## config.mk

```make
export PLATFORM = sky130hd
export DESIGN_NAME = ldcf_top
export DESIGN_NICKNAME = d
export VERILOG_FILES = /design/src/rtl/ldcf_pkg.sv /design/src/rtl/ldcf_link_if.sv /design/src/rtl/ldcf_serial_rx.sv /design/src/rtl/ldcf_top.sv
export SDC_FILE = /design/constraint.sdc
export NUM_CORES = 1
export LEC_CHECK = 0
export BUFFER_PORTS_ARGS = -buffer_cell sky130_fd_sc_hd__buf_2
export CAP_MARGIN = 30
export CORE_UTILIZATION = 38
export DETAILED_ROUTE_END_ITERATION = 10
export SETUP_SLACK_MARGIN = 0.15
export SYNTH_ARGS = -nofsm -noshare
export SYNTH_HDL_FRONTEND = slang
export SYNTH_SLANG_ARGS = --single-unit
```

## constraint.sdc

```tcl
create_clock -name CLK_IN -period 5.1 [get_ports CLK_IN]
set_input_delay 0.51 -clock CLK_IN [delete_from_list [all_inputs] [get_ports CLK_IN]]
set_output_delay 0.51 -clock CLK_IN [all_outputs]
set_load 0.01 [all_outputs]
```

## src/rtl/ldcf_pkg.sv

```systemverilog
// constants and types of the loop converter configuration and fault registers
package ldcf_pkg;
    // serial frame: read flag, 7-bit address, 16-bit data, msb first
    localparam logic [4:0] FRAME_BITS = 5'h18;
    localparam int FRM_RD_POS = 23;
    localparam int FRM_ADDR_HI = 22;
    localparam int FRM_ADDR_LO = 16;
    localparam int FRM_DATA_HI = 15;
    localparam logic [6:0] ADDR_NOP = 7'h00;
    localparam logic [6:0] ADDR_CONFIG = 7'h02;
    localparam logic [6:0] ADDR_FLAGS = 7'h05;
    // operating_configuration fields
    localparam int CFG_TMO_HI = 14;
    localparam int CFG_TMO_LO = 12;
    localparam int CFG_WD_OFF = 11;
    localparam int CFG_ALARM_OFF = 10;
    localparam int CFG_AUTO_OFF = 9;
    localparam int CFG_MIN_CUR = 8;
    localparam int CFG_MON_TEMP = 7;
    localparam int CFG_MON_EN = 6;
    localparam int CFG_REF_PD = 5;
    localparam int CFG_LOOP_SUPPLY_SENSE_ALERT = 4;
    localparam logic [15:0] CFG_RESET = 16'h3000;
    localparam logic [15:0] CFG_WMASK = 16'h7ff0;
    // fault_condition_flags fields
    localparam int FLT_LINK = 15;
    localparam int FLT_FRAME = 14;
    localparam int FLT_OVER = 13;
    localparam int FLT_UNDER = 12;
    localparam int FLT_T140 = 11;
    localparam int FLT_T100 = 10;
    localparam int FLT_V6 = 9;
    localparam int FLT_V12 = 8;
    localparam int FLT_VAL_HI = 7;
    // synchronised status vector layout
    localparam int ST_BITS = 15;
    localparam int ST_DIR = 14;
    localparam int ST_OVER = 13;
    localparam int ST_UNDER = 12;
    localparam int ST_T140 = 11;
    localparam int ST_T100 = 10;
    localparam int ST_V6 = 9;
    localparam int ST_V12 = 8;
    localparam int ST_VAL_HI = 7;
    // timing: one watchdog tick per millisecond
    localparam int CLK_PERIOD_NS = 10;
    localparam int TICK_TIME_NS = 1000000;
    localparam int TICK_CYCLES_DEF = TICK_TIME_NS / CLK_PERIOD_NS;
    localparam logic [16:0] TICK_ONE = 17'h00001;
    localparam logic [12:0] MS_ONE = 13'h0001;
    // watchdog periods in ms: 50 ms, 100 ms, 500 ms, 1 sec, 2, 3, 4, 5 sec
    localparam logic [12:0] WD_TIMEOUT_MS [8] = '{13'h0032, 13'h0064, 13'h01f4,
        13'h03e8, 13'h07d0, 13'h0bb8, 13'h0fa0, 13'h1388};
    typedef enum logic [1:0] {
        WD_OFF = 2'b00,
        WD_RUN = 2'b01,
        WD_EXPIRED = 2'b11
    } ldcf_wd_state_type;
endpackage

```

## src/rtl/ldcf_link_if.sv

```systemverilog
// carrier between the serial receiver and the register core
`timescale 1ns/1ps
`default_nettype none
interface ldcf_link_if;
    logic [23:0] frame_word;
    logic frame_valid;
    logic frame_bad;
    logic frame_start;
    logic [23:0] tx_word;
    logic tx_enable;
    modport rx (
        output frame_word, frame_valid, frame_bad, frame_start,
        input tx_word, tx_enable
    );
    modport core (
        input frame_word, frame_valid, frame_bad, frame_start,
        output tx_word, tx_enable
    );
endinterface
`default_nettype wire

```

## src/rtl/ldcf_serial_rx.sv

```systemverilog
// serial link receiver: pin synchronisers, frame shift in and readback shift out
`timescale 1ns/1ps
`default_nettype none
module ldcf_serial_rx (
    input wire logic clk_in,
    input wire logic reset_n_in,
    input wire logic sync_n_in,
    input wire logic sclk_in,
    input wire logic sdin_in,
    output logic sdo_out,
    output logic sdo_oe_out,
    ldcf_link_if.rx link
);
    import ldcf_pkg::*;

    logic [2:0] s1_ff, s2_ff, s3_ff;
    logic [23:0] rx_ff, nxt_rx;
    logic [23:0] tx_ff, nxt_tx;
    logic [4:0] cnt_ff, nxt_cnt;
    logic oe_ff, nxt_oe;
    logic sdo_ff, nxt_sdo;
    logic valid_ff, nxt_valid, bad_ff, nxt_bad, start_ff, nxt_start;
    logic sync_fall, sync_rise, sclk_rise, sclk_fall, in_frame;

    // two-stage synchronisers plus a history stage for edge finding
    always_ff @(posedge clk_in or negedge reset_n_in) begin
        if (!reset_n_in) begin
            s1_ff <= 3'h7;
            s2_ff <= 3'h7;
            s3_ff <= 3'h7;
        end else begin
            s1_ff <= {sync_n_in, sclk_in, sdin_in};
            s2_ff <= s1_ff;
            s3_ff <= s2_ff;
        end
    end

    assign sync_fall = s3_ff[2] & ~s2_ff[2];
    assign sync_rise = ~s3_ff[2] & s2_ff[2];
    assign in_frame = ~s2_ff[2];
    assign sclk_rise = in_frame & ~s3_ff[1] & s2_ff[1];
    assign sclk_fall = in_frame & s3_ff[1] & ~s2_ff[1];

    // shift in on rising sclk, shift out on falling sclk
    always_comb begin
        nxt_rx = rx_ff;
        nxt_tx = tx_ff;
        nxt_cnt = cnt_ff;
        nxt_oe = oe_ff;
        nxt_sdo = sdo_ff;
        nxt_valid = 1'b0;
        nxt_bad = 1'b0;
        nxt_start = 1'b0;
        if (sync_fall) begin
            nxt_start = 1'b1;
            nxt_cnt = 5'h00;
            nxt_tx = {link.tx_word[22:0], 1'b0};
            nxt_sdo = link.tx_word[23];
            nxt_oe = link.tx_enable;
        end else if (sync_rise) begin
            nxt_oe = 1'b0;
            nxt_sdo = 1'b0;
            nxt_valid = (cnt_ff == FRAME_BITS);
            nxt_bad = (cnt_ff != FRAME_BITS);
        end else begin
            if (sclk_rise) begin
                nxt_rx = {rx_ff[22:0], s2_ff[0]};
                if (cnt_ff != 5'h1f) begin
                    nxt_cnt = cnt_ff + 5'h01;
                end
            end
            if (sclk_fall) begin
                nxt_sdo = tx_ff[23];
                nxt_tx = {tx_ff[22:0], 1'b0};
            end
        end
    end

    always_ff @(posedge clk_in or negedge reset_n_in) begin
        if (!reset_n_in) begin
            rx_ff <= 24'h000000;
            tx_ff <= 24'h000000;
            cnt_ff <= 5'h00;
            oe_ff <= 1'b0;
            sdo_ff <= 1'b0;
            valid_ff <= 1'b0;
            bad_ff <= 1'b0;
            start_ff <= 1'b0;
        end else begin
            rx_ff <= nxt_rx;
            tx_ff <= nxt_tx;
            cnt_ff <= nxt_cnt;
            oe_ff <= nxt_oe;
            sdo_ff <= nxt_sdo;
            valid_ff <= nxt_valid;
            bad_ff <= nxt_bad;
            start_ff <= nxt_start;
        end
    end

    assign link.frame_word = rx_ff;
    assign link.frame_valid = valid_ff;
    assign link.frame_bad = bad_ff;
    assign link.frame_start = start_ff;
    assign sdo_out = sdo_ff;
    assign sdo_oe_out = oe_ff;
endmodule
`default_nettype wire

```

## src/rtl/ldcf_top.sv

```systemverilog
// configuration register, fault flags, link watchdog and loop control outputs
`timescale 1ns/1ps
`default_nettype none
// Functional notes
// RULE1 - auto readback off: no fault shift-out
// RULE2 - link fault forces alarm unless disabled
// RULE3 - link fault always sets flag and pin
// RULE4 - watchdog expiry declares a link fault
// RULE5 - min-current bit drives loop to minimum
// RULE6 - monitor select: loop voltage or temperature
// RULE7 - reference power-down bit, default powered
// RULE8 - loop voltage alert gates fault pin; CFG_WMASK keeps the alert bit writable, so V6 reaches the pin while it is set
// RULE9 - fault register read-only, writes ignored
// RULE10 - config write or no-op restarts watchdog
// RULE11 - alarm direction follows direction pin
// RULE12 - conversions only while monitor enabled
module ldcf_top #(
    parameter int TICK_CYCLES = ldcf_pkg::TICK_CYCLES_DEF
) (
    input wire logic CLK_IN,
    input wire logic RESET_N_IN,
    input wire logic SYNC_N_IN,
    input wire logic SCLK_IN,
    input wire logic SDIN_IN,
    output logic SDO_OUT,
    output logic SDO_OE_OUT,
    input wire logic ALARM_DIR_UP_IN,
    input wire logic LOOP_OVER_IN,
    input wire logic LOOP_UNDER_IN,
    input wire logic TEMP_140_IN,
    input wire logic TEMP_100_IN,
    input wire logic LOOP_SUPPLY_SENSE_LOW_6_IN,
    input wire logic LOOP_SUPPLY_SENSE_LOW_12_IN,
    input wire logic [7:0] MONITOR_VALUE_IN,
    output logic FAULT_OUT,
    output logic ALARM_CURRENT_OUT,
    output logic ALARM_UPSCALE_OUT,
    output logic MIN_CURRENT_OUT,
    output logic MONITOR_SELECT_TEMP_OUT,
    output logic MONITOR_START_OUT,
    output logic REF_POWER_DOWN_OUT
);
    import ldcf_pkg::*;

    localparam logic [16:0] TICK_LAST = 17'(TICK_CYCLES - 1);

    ldcf_link_if link ();

    logic [ST_BITS-1:0] st_raw, st1_ff, st_ff;
    logic [15:0] cfg_ff, nxt_cfg;
    logic [15:0] flags;
    logic link_flt_ff, nxt_link_flt;
    logic frame_flt_ff, nxt_frame_flt;
    logic pend_ff, nxt_pend;
    logic [6:0] pend_addr_ff, nxt_pend_addr;
    ldcf_wd_state_type wd_ff, nxt_wd;
    logic [12:0] ms_ff, nxt_ms;
    logic [16:0] tick_ff, nxt_tick;
    logic fault_ff, nxt_fault;
    logic alarm_ff, nxt_alarm;
    logic up_ff, nxt_up;
    logic min_ff, nxt_min;
    logic sel_ff, nxt_sel;
    logic start_ff, nxt_start;
    logic refpd_ff, nxt_refpd;
    logic tick, wd_restart, is_write, wd_expire;
    logic [6:0] fr_addr;

    // serial link front end
    ldcf_serial_rx u_rx (
        .clk_in(CLK_IN),
        .reset_n_in(RESET_N_IN),
        .sync_n_in(SYNC_N_IN),
        .sclk_in(SCLK_IN),
        .sdin_in(SDIN_IN),
        .sdo_out(SDO_OUT),
        .sdo_oe_out(SDO_OE_OUT),
        .link(link)
    );

    // status pins pass two flip-flops each
    assign st_raw = {ALARM_DIR_UP_IN, LOOP_OVER_IN, LOOP_UNDER_IN, TEMP_140_IN,
        TEMP_100_IN, LOOP_SUPPLY_SENSE_LOW_6_IN, LOOP_SUPPLY_SENSE_LOW_12_IN, MONITOR_VALUE_IN};
    genvar gi;
    generate
        for (gi = 0; gi < ST_BITS; gi++) begin : g_sync
            always_ff @(posedge CLK_IN or negedge RESET_N_IN) begin
                if (!RESET_N_IN) begin
                    st1_ff[gi] <= 1'b0;
                    st_ff[gi] <= 1'b0;
                end else begin
                    st1_ff[gi] <= st_raw[gi];
                    st_ff[gi] <= st1_ff[gi];
                end
            end
        end
    endgenerate

    // fault register view, live comparator bits plus sticky link bits
    always_comb begin
        flags = 16'h0000;
        flags[FLT_LINK] = link_flt_ff;
        flags[FLT_FRAME] = frame_flt_ff;
        flags[FLT_OVER] = st_ff[ST_OVER];
        flags[FLT_UNDER] = st_ff[ST_UNDER];
        flags[FLT_T140] = st_ff[ST_T140];
        flags[FLT_T100] = st_ff[ST_T100];
        flags[FLT_V6] = st_ff[ST_V6];
        flags[FLT_V12] = st_ff[ST_V12];
        flags[FLT_VAL_HI:0] = st_ff[ST_VAL_HI:0];
    end

    // readback word for the next frame
    always_comb begin
        link.tx_word = {1'b0, ADDR_FLAGS, flags};
        if (pend_ff && pend_addr_ff == ADDR_CONFIG) begin
            link.tx_word = {1'b1, ADDR_CONFIG, cfg_ff};
        end else if (pend_ff) begin
            link.tx_word = {1'b1, pend_addr_ff, flags};
        end
        link.tx_enable = pend_ff | ~cfg_ff[CFG_AUTO_OFF]; // RULE1
    end

    // frame decode
    assign fr_addr = link.frame_word[FRM_ADDR_HI:FRM_ADDR_LO];
    assign is_write = link.frame_valid & ~link.frame_word[FRM_RD_POS];
    assign wd_restart = is_write & (fr_addr == ADDR_CONFIG || fr_addr == ADDR_NOP); // RULE10
    assign tick = (tick_ff == TICK_LAST);
    assign wd_expire = (wd_ff == WD_RUN) && tick
        && (ms_ff >= WD_TIMEOUT_MS[cfg_ff[CFG_TMO_HI:CFG_TMO_LO]] - MS_ONE); // RULE4

    // register file, pending readback and sticky link flags
    always_comb begin
        nxt_cfg = cfg_ff;
        nxt_pend = pend_ff;
        nxt_pend_addr = pend_addr_ff;
        nxt_link_flt = link_flt_ff;
        nxt_frame_flt = frame_flt_ff;
        // only the configuration word takes writes, flag writes fall through
        if (is_write && fr_addr == ADDR_CONFIG) begin // RULE9
            nxt_cfg = link.frame_word[FRM_DATA_HI:0] & CFG_WMASK;
        end
        if (link.frame_start) begin
            nxt_pend = 1'b0;
            if (pend_ff && pend_addr_ff == ADDR_FLAGS) begin
                nxt_link_flt = 1'b0;
                nxt_frame_flt = 1'b0;
            end
        end
        if (link.frame_valid && link.frame_word[FRM_RD_POS]) begin
            nxt_pend = 1'b1;
            nxt_pend_addr = fr_addr;
        end
        // setting wins over a clear in the same cycle
        if (wd_expire) begin
            nxt_link_flt = 1'b1; // RULE3
        end
        if (link.frame_bad) begin
            nxt_frame_flt = 1'b1;
        end
    end

    // watchdog: ms tick prescaler and timeout counter
    always_comb begin
        nxt_wd = wd_ff;
        nxt_ms = ms_ff;
        nxt_tick = tick ? 17'h00000 : tick_ff + TICK_ONE;
        unique case (wd_ff)
            WD_OFF: begin
                nxt_ms = 13'h0000;
                if (!cfg_ff[CFG_WD_OFF]) begin
                    nxt_wd = WD_RUN;
                end
            end
            WD_RUN: begin
                if (wd_expire) begin
                    nxt_wd = WD_EXPIRED; // RULE4
                end else if (tick) begin
                    nxt_ms = ms_ff + MS_ONE;
                end
            end
            WD_EXPIRED: begin
                nxt_ms = 13'h0000;
            end
            default: begin
                nxt_wd = WD_OFF;
            end
        endcase
        if (wd_restart) begin
            nxt_ms = 13'h0000; // RULE10
            nxt_wd = WD_RUN;
        end
        if (cfg_ff[CFG_WD_OFF] || (is_write && fr_addr == ADDR_CONFIG
                && link.frame_word[CFG_WD_OFF])) begin
            nxt_wd = WD_OFF;
        end
    end

    // loop control and monitor outputs
    always_comb begin
        nxt_fault = link_flt_ff | frame_flt_ff | st_ff[ST_OVER] | st_ff[ST_UNDER]
            | st_ff[ST_T140] | (st_ff[ST_V6] & cfg_ff[CFG_LOOP_SUPPLY_SENSE_ALERT]); // RULE3 RULE8
        nxt_alarm = link_flt_ff & ~cfg_ff[CFG_ALARM_OFF]; // RULE2
        nxt_up = st_ff[ST_DIR]; // RULE11
        nxt_min = cfg_ff[CFG_MIN_CUR] & ~nxt_alarm; // RULE5
        nxt_sel = cfg_ff[CFG_MON_TEMP]; // RULE6
        nxt_start = tick & cfg_ff[CFG_MON_EN]; // RULE12
        nxt_refpd = cfg_ff[CFG_REF_PD]; // RULE7
    end

    always_ff @(posedge CLK_IN or negedge RESET_N_IN) begin
        if (!RESET_N_IN) begin
            cfg_ff <= CFG_RESET;
            pend_ff <= 1'b0;
            pend_addr_ff <= ADDR_NOP;
            link_flt_ff <= 1'b0;
            frame_flt_ff <= 1'b0;
            wd_ff <= WD_OFF;
            ms_ff <= 13'h0000;
            tick_ff <= 17'h00000;
            fault_ff <= 1'b0;
            alarm_ff <= 1'b0;
            up_ff <= 1'b0;
            min_ff <= 1'b0;
            sel_ff <= 1'b0;
            start_ff <= 1'b0;
            refpd_ff <= 1'b0;
        end else begin
            cfg_ff <= nxt_cfg;
            pend_ff <= nxt_pend;
            pend_addr_ff <= nxt_pend_addr;
            link_flt_ff <= nxt_link_flt;
            frame_flt_ff <= nxt_frame_flt;
            wd_ff <= nxt_wd;
            ms_ff <= nxt_ms;
            tick_ff <= nxt_tick;
            fault_ff <= nxt_fault;
            alarm_ff <= nxt_alarm;
            up_ff <= nxt_up;
            min_ff <= nxt_min;
            sel_ff <= nxt_sel;
            start_ff <= nxt_start;
            refpd_ff <= nxt_refpd;
        end
    end

    assign FAULT_OUT = fault_ff;
    assign ALARM_CURRENT_OUT = alarm_ff;
    assign ALARM_UPSCALE_OUT = up_ff;
    assign MIN_CURRENT_OUT = min_ff;
    assign MONITOR_SELECT_TEMP_OUT = sel_ff;
    assign MONITOR_START_OUT = start_ff;
    assign REF_POWER_DOWN_OUT = refpd_ff;
endmodule
`default_nettype wire

```

After elaboration in Yosys (flattened, before gate mapping) --
Memories as Yosys holds them, arrays and structs flattened. Index checks and enable logic that the tools add are counted.
Word-level totals: input bits 20, logic and storage cells 174, output and inout bits 9, register bits after elaboration 157, bits in read-only memories 104, memories kept 1
Memory list:
- (name not given) | depth 8, bits a word 13, rd ports 1, clocked after memory_dff 0, wr ports 0, RTL line ldcf_top.sv:130 | && (ms_ff >= WD_TIMEOUT_MS[cfg_ff[CFG_TMO_HI:CFG_TMO_LO]] - MS_ONE);
Operators by class: muxes and demuxes 37, magnitude comparators 2, add/subtract/negate cells 4, reduce and logical (&&, ||, !) cells 30, equal/unequal tests 15, bitwise operators 29
Operator list (number):
- $mux W24 | 5
- $mux W13 | 5
- $pmux W13 S2 | 1
- $mux W5 | 4
- $reduce_bool A2 Y1 | 9
- $add A17 B1 Y17 const B | 1
- $eq A17 B17 Y1 const B | 1
- $mux W17 | 1
- $mux W1 | 16
- $eq A7 B2 Y1 const B | 2
- $add A13 B1 Y13 const B | 1
- $ge A13 B13 Y1 | 1
- $sub A13 B1 Y13 const B | 1
- $and A1 B1 Y1 | 12
- $reduce_and A3 Y1 | 4
- $ne A5 B5 Y1 const B | 2
- $not A1 Y1 | 10
- $ne A3 B3 Y1 const B | 3
- $mux W2 | 4
- $eq A7 B3 Y1 const B | 1
- $logic_and A1 B1 Y1 | 7
- $logic_not A7 Y1 | 1
- $or A1 B1 Y1 | 6
- $pmux W2 S3 | 1
- 14 further kinds | 18

Depth between registers and ports, before layout --
Gate-level depths: netlist of run 1.
depth after elaboration 11, mapped depth 15

Cells and area by module --
From an unflattened synthesis of run 1, not the netlist that was laid out.
Unflattened totals: cell total of the unflattened synthesis 566, area, all modules 7001.7 um^2
Modules (own cells, without submodules):
- ldcf_top | cells an instance 374, seq. area each 2254.7 um^2, area an instance 4192.8 um^2, times used 1
- ldcf_serial_rx | cells an instance 192, seq. area each 1636.6 um^2, area an instance 2808.9 um^2, times used 1

Worst setup path after synthesis of run 1 --
OpenSTA, ideal clock, no wires.
path kind reg-to-reg, from register cfg_ff[12], to register ms_ff[10], path slack 1.985 ns, period minus slack after synthesis 3.115 ns, cell stages (with the launch flop) 15, data arrival time 2.985 ns, data required time 4.970 ns, cell sequence dfstp_2 inv_1 ha_1 nand2_1 ha_1 and4_1 o21ai_0 nand2_1 ha_1 nand4_1 nor2_1 a211oi_2 a31o_2 buf_2 o21ai_0
On the way: cells in the longest elaborated chain, start to end 9
RTL lines:
- from (decl) | RTL line ldcf_top.sv:50 | logic [15:0] cfg_ff, nxt_cfg;
- from (signal assigned) | RTL line ldcf_top.sv:229 | cfg_ff <= nxt_cfg;
- $not A3 Y4 (implied by the code) | RTL line ldcf_top.sv:130
- $mem_v2 Z8 W13
- $mux W13 (implied by the code) (2 in a row) | RTL line ldcf_top.sv:130
- $sub A13 B1 Y13 | RTL line ldcf_top.sv:130
- $ge A13 B13 Y1 | RTL line ldcf_top.sv:130
- $logic_and A1 B1 Y1 | RTL line ldcf_top.sv:130
- $ne A3 B3 Y1 (no source line)
- $reduce_and A3 Y1 (no source line)
- to (signal assigned) | RTL line ldcf_top.sv:235 | ms_ff <= nxt_ms;
- to (decl) | RTL line ldcf_top.sv:57 | logic [12:0] ms_ff, nxt_ms;
No other way between the ends. The select of a mux whose other input is x is not followed. A chain may end at the register's enable or synchronous reset.

Worst setup path after layout of run 1 --
from register cfg_ff[13], to register ms_ff[6]
Same word-level chain as after synthesis.

==> results.yml, run 1 <==
run_status:
  status: "complete, no violations"
die:
  die_area_um2: 18540
  die_h_um: 136.2
  row_count: 48
  fp.dieW_um: 136.2
  core_area_um2: 17420
  ioPinCount: 29
  initial_core_util_pct: 39.27
setup_path:
  worstPathMaxFanout: 13
  worst_ep_arrival_time_ps: 4000
  timing.rr.start: "cfg_ff[13]"
  startpoint_type: "flop"
  reg2regPathDepth: 13
  ff2ff_setup_slack_ps: 1440
  critical_path_class: "flop to flop"
  critPathRequiredTime_ps: 5440
  r2r_end: "ms_ff[6]"
  setup.worst_path.end_class: "flop"
drt:
  drtIter0Drc: 195
  drcViolationCount: 0
  finalWirelength_um: 12980
  firstDrtPassIters: 4
  wire_per_inst_um: 15.13
  ant_nets: 0
  vias: 4465
  via_per_inst: 5.204
global_route:
  grt_pass1_wl_um: 22160
  grt_max_degree: 113
  grt.total_usage_pct: 15.38
  grt_pass1_vias: 4553
  antenna_found_initial: 0
  grt_remaining_overflow: 0
clock_network:
  cts_tree: "yes"
  cts_num_sinks: 155
  numCtsBuffers: 17
  cts_root_buffer: "clkbuf_16"
  h-tree-depth: 4
  cts_hold_buffers: 0
  postCtsSetupBuffers: 0
  clk_pin_slew_worst_paths_ps: 60
  clk-insertion-delay-late_ps: 410
  cts_resized: 0
  clockBufferDepth: 2
worst_hold_path:
  whs_endpoint: "u_rx.s1_ff[1]"
  hp-start: "SCLK_IN"
  min_path_type: "input pin to flop"
  holdPathStages: 1
pwr:
  max-vdd-ir-drop_mv: 0.2540
  power_density_nw_per_um2: 351.0
  leakagePower_nw: 3.718
sta:
  fin_crit_sh_pct: 71.74
  relSlewSlack_pct: 40.53
  fin_skew_ps: 5.879
  drv_slew: 0
  tns_ps: 0
  max_freq_mhz: 273.3
  hold_viol: 0
  period_needed_ps: 3659
  rsz0062_at_grt: "false"
  tightest_slew_ps: 892.0
  setup_viol: 0
placement:
  placed_area_um2: 7247
  dp_hpwl_um: 8669
  gp_congestion: 0.8263
  portBuffers: 28
finish:
  area_delta_synth_final_pct: 15.18
  nets: 668
  diodes: 0
  drive_above_1_share_pct: 20.22
  fin_area_um2: 7878
logic_synthesis:
  yosys-top-cells-count: "dfrtp_1 (145), nand2_1 (50), mux2_2 (43)"
  async_flop_share_pct: 100.0
  netlist_area_um2: 6839
  ys_seq_elements: 155
  ys_types: 58
  synth_area_leader_cell: "dfrtp_1"
  syn_avg_cell_area_um2: 11.63
  synthFlopType: "dfrtp_1"
  synth_top_cell_area_share_pct: 53.06
  synthesis.nets: 635
  yosysSeqAreaShare_pct: 56.90
  synthCells: 588
  synth_edf_count: 0
  synth_area_leaders: "dfrtp_1 (53%), mux2_2 (7.1%), ha_1 (4.9%)"
  yosysWarnings: 0
  yosysMostFrequentCell: "dfrtp_1"
run:
  drv_cap: 0
[per-layer routing]
metal,track usage (%),vias to the layer above,wire (um)
li1,-,2154,-
met1,20.12,2247,6036
met2,24.39,46,6461
met3,3.803,18,283
met4,6.173,0,199
met5,0,-,0
[metrics by stage]
step                total power, mW  utilization [%]  setup slack (ps)  cells  hold WS, ps
CTS                           2.797            44.93              1441    855        171.1
finish                        2.765            45.23              1441    858        191.9
global placement              1.540            41.61              1657    824        333.7
floorplan                     1.480                -              1985    588        214.4
global route                  2.889            45.23              1142    858        162.1
detailed placement            1.550            41.61              1459    824        334.7
[final cells by class]
cell class	count	area, um^2
clock buffers	22	464.2
multi-input cells	386	2793
repair buffers	37	244.0
inverters	24	90.09
clock inverters	9	113.9
fillers	1627	9539
well taps	225	281.5
flip-flops and latches	155	3891
[placed cells by master, fill, tap and decap left out, drive strengths merged, types with 3 or more instances in the layout]
| cell type | netlist | routed |
|---|---|---|
| a211oi | 13 | 13 |
| a21o | 14 | 14 |
| a21oi | 24 | 24 |
| a22oi | 3 | 3 |
| a31oi | 6 | 6 |
| and2 | 6 | 6 |
| and3 | 11 | 11 |
| buf | 6 | 36 |
| clkbuf | 17 | 22 |
| clkinvlp | 0 | 3 |
| dfrtp | 145 | 145 |
| dfstp | 10 | 10 |
| ha | 27 | 27 |
| inv | 24 | 26 |
| mux2 | 43 | 43 |
| mux2i | 15 | 15 |
| nand2 | 50 | 50 |
| nand3 | 10 | 10 |
| nand4 | 10 | 10 |
| nor2 | 41 | 41 |
| nor2b | 4 | 4 |
| nor3 | 6 | 6 |
| nor4 | 7 | 7 |
| o211ai | 6 | 6 |
| o21a | 6 | 6 |
| o21ai | 33 | 33 |
| or3 | 3 | 3 |
| xnor2 | 9 | 9 |
| xor2 | 9 | 9 |
[how the worst max path moves through the flow]
stage	startpoint	end	slack (ps)
2_1_floorplan	cfg_ff[12]	ms_ff[10]	1980
3_3_place_gp	cfg_ff[12]	ms_ff[3]	1660
3_5_place_dp	cfg_ff[12]	ms_ff[11]	1460
4_1_cts	cfg_ff[12]	ms_ff[6]	1440
5_1_grt	cfg_ff[13]	ms_ff[6]	1140
6_report	cfg_ff[13]	ms_ff[6]	1440
[flip-flops by register name, summed over array words and instances (netlist names), 2 cells and up]
signal                flops
tick_ff                  17
pend_addr_ff              7
cfg_ff                   11
u_rx.cnt_ff               5
flags                    14
u_rx.tx_ff               23
wd_ff                     2
u_rx.link.frame_word     24
ms_ff                    13
st1_ff                   15
u_rx.s3_ff                2
u_rx.s1_ff                3
u_rx.s2_ff                3
[logic make-up after synthesis]
group / Yosys count / share of synthesized area [%]
AND/OR/NAND/NOR: 164 / 12.17
flip-flops: 155 / 56.90
AO/OA/AOI/OAI: 119 / 11.65
multiplexers: 58 / 9.275
buffers and inverters: 47 / 2.763
adder cells (fa/ha/maj): 27 / 4.940
XOR/XNOR: 18 / 2.305
[power breakdown]
| group | leakage (nW) | switching, mW | internal [mW] |
|---|---|---|---|
| clock network | 0.273 | 0.489 | 0.747 |
| logic | 1.45 | 0.0873 | 0.0767 |
| registers | 1.99 | 0.0479 | 1.32 |
[critical path, cell delays in order (launching register included)]
cell,delay (ps)
dfstp_2,600
inv_1,100
ha_1,400
nand2_1,90
ha_1,230
and4_1,200
o21ai_0,170
nand2_1,80
ha_1,180
a21oi_1,130
o21ai_0,180
a2111oi_4,890
a31oi_1,170
a21oi_1,150
No activity file was read; power rests on OpenSTA's default activity.
==> run 2, diff against run 1 <==
Settings changed: ABC_AREA from default to 1.
Clock period 5.1 ns to 3.7 ns, I/O delays scaled along.
==> results.yml, run 2 <==
run_status:
  status: "finished with violations"
  violations: "DRC"
die:
  initial_core_util_pct: 39.12
  ioPinCount: 29
  die_area_um2: 19230
  core_area_um2: 18150
  row_count: 49
  die_h_um: 138.7
  fp.dieW_um: 138.7
finish:
  nets: 877
  mostFrequentLayoutCells: "nand2_1 (172), dfrtp_1 (145), inv_1 (98), nand3_1 (69), o21ai_0 (64)"
  largest_register_ffs: 24
  diodes: 0
  fin_area_um2: 8148
  area_delta_synth_final_pct: 14.77
  fillers: 1775
  drive_above_1_share_pct: 11.63
  layout_commonest_cell: "nand2_1"
logic_synthesis:
  yosysMostFrequentCell: "nand2_1"
  ys_types: 42
  synthXorXnorAreaFrac_pct: 1.851
  yosysSeqAreaShare_pct: 54.81
  synth_area_leaders: "dfrtp_1 (51%), nand2_1 (9.1%), inv_1 (5.2%)"
  synthesis.nets: 843
  syn_avg_cell_area_um2: 8.919
  synthCells: 796
  muxShareOfSynthArea_pct: 0.6345
  yosysWarnings: 0
  async_flop_share_pct: 100.0
  synth_top_cell_area_share_pct: 51.11
  synth_area_leader_cell: "dfrtp_1"
  ys_seq_elements: 155
  synth_compound_area_share_pct: 8.918
  yosys-top-cells-count: "nand2_1 (172), dfrtp_1 (145), inv_1 (98)"
  synthFlopType: "dfrtp_1"
  netlist_area_um2: 7099
  synth_top_family_by_area: "simple AND/OR/NAND/NOR gates"
  synth_edf_count: 0
  yosys.area_share.adder_pct: 4.759
  synth_simple_gate_area_share_pct: 22.29
drt:
  finalWirelength_um: 14280
  drcViolationCount: 2
  ant_nets: 0
  firstDrtPassIters: 8
  vias: 5239
  drtIter0Drc: 363
  via_per_inst: 4.887
  wire_per_inst_um: 13.32
setup_path:
  worstPathMaxFanout: 14
  r2r_end: "ms_ff[4]"
  critPathRequiredTime_ps: 4060
  ff2ff_setup_slack_ps: 740
  critical_path_class: "flop to flop"
  setup.worst_path.end_class: "flop"
  startpoint_type: "flop"
  critPathMostFrequentCell: "nand2_1"
  timing.rr.start: "cfg_ff[12]"
  cp_cell_sequence: "inv_1, ha_1, a21oi_1, nand3_1, xnor2_1, ha_1, nand2_1, nand2_1, nand2_1, nand2_1, a21oi_1, nand2_1, inv_1, nand2_4, nand2_2, nand2_1, nand2_1"
  reg2regPathDepth: 17
  cpMaxStageDelayCell: "dfstp_2"
  max_stage_delay_ps: 560
  worst_ep_arrival_time_ps: 3320
  startpoint: "cfg_ff[12]"
sta:
  period_needed_ps: 2958
  fin_crit_sh_pct: 79.95
  max_freq_mhz: 338.0
  relSlewSlack_pct: 52.10
  tightest_slew_ps: 718.6
  setup_viol: 0
  hold_viol: 0
  rsz0062_at_grt: "false"
  layout_setup_ws_ps: 741.7
  drv_slew: 0
  fin_skew_ps: 8.820
  tns_ps: 0
global_route:
  grt.total_usage_pct: 16.35
  antenna_found_initial: 0
  grt_max_degree: 78
  grt_remaining_overflow: 0
  grt_pass1_wl_um: 25010
  grt_pass1_vias: 5113
clock_network:
  numCtsBuffers: 17
  cts_num_sinks: 155
  clk-insertion-delay-late_ps: 430
  clockBufferDepth: 2
  h-tree-depth: 4
  cts_tree: "yes"
  clk_pin_slew_worst_paths_ps: 70
  cts_root_buffer: "clkbuf_16"
pwr:
  leakagePower_nw: 3.870
  power_density_nw_per_um2: 532.8
  max-vdd-ir-drop_mv: 0.2951
placement:
  placed_area_um2: 7490
  gp_congestion: 0.8359
  dp_hpwl_um: 9946
  portBuffers: 28
  dp_slack_ps: 803.4
worst_hold_path:
  hp-start: "MONITOR_VALUE_IN[3]"
  whs_endpoint: "st1_ff[3]"
  min_path_type: "input pin to flop"
  holdPathStages: 1
run:
  drv_cap: 0
==> run 2: cell types whose count changed in the layout (fill, tap and decap cells not counted), sizes merged, moves of 8 or more <==
cell	change
mux2	-39
nor2	+24
a21o	-13
nor3	+10
a21oi	+16
inv	+76
mux2i	-15
a211oi	-13
o21ai	+32
and3	-10
nand2	+127
nand4	+8
nand3	+61
==> run 2: critical path: cells and delay by family, from the launching register on <==
| family | cells | cell delay, ps |
|---|---|---|
| DFF | 1 | 560 |
| adders and majority gates | 2 | 650 |
| AOI/OAI and AO/OA | 2 | 340 |
| buffers and inverters | 2 | 320 |
| xor gates and xnor gates | 1 | 150 |
| and+or+nand+nor | 10 | 880 |
==> run 2: where the power goes <==
| group | switching [mW] | internal [mW] |
|---|---|---|
| clock network | 0.699 | 1.20 |
| logic | 0.307 | 0.164 |
| registers | 0.0924 | 1.88 |
| total | 1.10 | 3.24 |
==> run 2: worst max path at each step <==
| stage | endpoint | slack, ps | depth (start not counted) |
|---|---|---|---|
| detailed placement | ms_ff[4] | 800 | 17 |
| finish | ms_ff[4] | 740 | 17 |
| CTS | ms_ff[8] | 760 | 17 |
| floorplan | ms_ff[10] | 1070 | 17 |
| global placement | ms_ff[0] | 910 | 17 |
| global route | ms_ff[3] | 480 | 17 |
==> run 2: repair_timing <==
| action | in CTS | in global routing |
|---|---|---|
| setup buffers | 0 | 0 |
| hold buffers | 1 | 0 |
| resized for setup | 0 | 0 |
| endpoints found under the hold margin | 9 | 0 |
==> run 2: per-stage QoR <==
stage	total power [mW]	cells	hold WS (ps)	utilization, %
after global routing	4.569	1072	15.46	44.90
after global placement	2.463	1039	332.0	41.27
final	4.341	1072	42.61	44.90
after detailed placement	2.473	1039	334.7	41.27
after CTS	4.388	1072	22.53	44.90
after floorplan	2.323	796	74.41	-
==> run 2: per-layer routing <==
| layer | routed length [um] | global-route usage (%) | up-vias |
|---|---|---|---|
| li1 | - | - | 2658 |
| met1 | 6983 | 23.08 | 2479 |
| met2 | 6514 | 24.34 | 87 |
| met3 | 606 | 4.523 | 15 |
| met4 | 173 | 5.263 | 0 |
| met5 | 0 | 0 | - |
==> run 2: kinds of logic (layout without fill, tap and decap cells) <==
logic type	Yosys count	in the layout
and+or+nand+nor	354	354
buffers and inverters	122	169
DFF	155	155
muxes	4	4
AOI/OAI and AO/OA	119	119
xor gates and xnor gates	15	15
adders and majority gates	27	27
==> run 2: layout make-up <==
cell class / count / area, um^2 / area share [%]
sequential: 155 / 3891 / 47.76
multi-input combinational: 519 / 2730 / 33.51
clock buffer: 19 / 432.9 / 5.313
inverter: 100 / 375.4 / 4.607
tap: 229 / 286.5 / 3.517
timing repair buffer: 37 / 216.5 / 2.657
clock inverter: 13 / 215.2 / 2.641
==> run 3, diff against run 2 <==
Settings changed: ABC_AREA 1 to 0.
Clock period 3.7 ns to 2.35 ns, I/O delays scaled along.
==> results.yml, run 3 (same netlist as run 1, synthesis figures left out) <==
placement:
  dp_hpwl_um: 9069
  place_inst: 848
  gp_congestion: 0.8124
  dp_slack_ps: -541.9
  portBuffers: 28
finish:
  mostFrequentLayoutCells: "dfrtp_1 (145), nand2_1 (48), mux2_2 (43), nor2_1 (39), buf_4 (28)"
  stdcell_count: 904
  area_delta_synth_final_pct: 23.82
  multi_input_area_um2: 2950
  layout_commonest_cell: "dfrtp_1"
  fillers: 1544
  diodes: 0
  drive_above_1_share_pct: 26.80
  largest_register_ffs: 24
  nets: 713
  seqCellArea_um2: 3891
die:
  fp.dieW_um: 136.2
  core_area_um2: 17420
  initial_core_util_pct: 39.27
  row_count: 48
  die_area_um2: 18540
  ioPinCount: 29
  die_h_um: 136.2
sta:
  setup_viol: 16
  holdWs_ps: 350.6
  fin_crit_sh_pct: 123.0
  fin_skew_ps: 11.22
  tns_ps: -8122
  tightest_slew_ps: 617.6
  relSlewSlack_pct: 58.83
  drv_slew: 0
  hold_viol: 0
  max_freq_mhz: 346.0
  period_needed_ps: 2890
  rsz0062_at_grt: "true"
  layout_setup_ws_ps: -540.2
pwr:
  leakagePower_nw: 3.969
  p_total_mw: 6.003
  max-vdd-ir-drop_mv: 0.5200
  power_density_nw_per_um2: 708.9
drt:
  via_per_inst: 5.119
  firstDrtPassIters: 7
  finalWirelength_um: 13590
  wl_met3_um: 320
  drcViolationCount: 0
  maxUsedRoutingLayer: "met4"
  m1WireLength_um: 6336
  vias: 4628
  wl_met2_um: 6633
  wire_per_inst_um: 15.04
  ant_nets: 0
  drtIter0Drc: 257
clock_network:
  numCtsBuffers: 17
  clk-insertion-delay-late_ps: 430
  cts_root_buffer: "clkbuf_16"
  cts_num_sinks: 155
  cts_tree: "yes"
  clockBufferDepth: 2
  h-tree-depth: 4
  clk_pin_slew_worst_paths_ps: 70
run:
  drv_cap: 0
setup_path:
  critical_path.top_delay_family: "simple AND/OR/NAND/NOR gates"
  setup.worst_path.end_class: "flop"
  cp_cell_sequence: "inv_2, ha_4, or3_4, xnor2_2, o21ai_2, ha_4, nand4_1, nor4_4, a211oi_4, buf_6, a211o_1, a21oi_2"
  critPathMostFrequentCell: "ha_4"
  critical_path_class: "flop to flop"
  max_stage_delay_ps: 540
  worstPathMaxFanout: 6
  cpMaxStageDelayCell: "dfstp_2"
  startpoint_type: "flop"
  worstPathBufferInverterCount: 2
  critPathRequiredTime_ps: 2700
  worst_ep_arrival_time_ps: 3240
worst_hold_path:
  min_path_type: "flop to flop"
global_route:
  grt_pass1_vias: 4730
  grt.total_usage_pct: 16.19
  grt_pass1_wl_um: 23290
  antenna_found_initial: 0
  grt_max_degree: 69
  grt_remaining_overflow: 0
run_status:
  status: "finished with violations"
  violations: "setup timing"
-- run 3: layer usage --
layer,vias to the layer above,GRT usage (%)
li1,2238,-
met1,2290,21.68
met2,73,25.49
met3,27,3.057
met4,0,7.160
met5,-,0
-- run 3: worst paths after layout --
path,from,end,slack [ps],cells after the start
worst max-delay path,cfg_ff[13],wd_ff[1],-540,12
worst min-delay path,st1_ff[3],flags[3],350,0
worst max register to register,cfg_ff[13],wd_ff[1],-540,12
worst min register to register,st1_ff[3],flags[3],350,0
max in group asynchronous,RESET_N_IN,ms_ff[1],1240,3
min in group asynchronous,RESET_N_IN,MONITOR_START_OUT,380,2
-- run 3: repair_timing --
action / CTS / global route
hold endpoints to repair: 79 / 0
setup buffers: 1 / 3
setup endpoints to repair: 21 / 19
gates resized for setup: 13 / 13
hold buffers: 19 / 0
gates cloned: 0 / 1
pin swaps: 4 / 11
-- run 3: layout make-up --
type	instances	share of cell area, %
clock buffer	17	5.024
clock inverter	15	1.788
inverter	24	1.108
multi-input combinational	386	34.84
sequential	155	45.95
tap	225	3.324
timing repair buffer	82	7.964
-- run 3: worst register-to-register path, cell delays in order, from the launching register on --
cell and delay (ps):
dfstp_2 540, inv_2 50, ha_4 250, or3_4 350, xnor2_2 170, o21ai_2 90, ha_4 270, nand4_1 200
nor4_4 260, a211oi_4 80, buf_6 160, a211o_1 280, a21oi_2 130
-- run 3: metrics by stage --
step / utilization (%) / instance area (um^2)
floorplan: - / 6904
global placement: 43.27 / 7536
detailed placement: 43.27 / 7536
CTS: 48.04 / 8367
global route: 48.62 / 8468
finish: 48.62 / 8468
-- run 3: power by group --
part,leakage [nW],switching (mW),internal (mW)
registers,1.99,0.107,2.86
clock network,0.270,1.24,1.41
logic,1.71,0.197,0.194
total,3.97,1.54,4.46
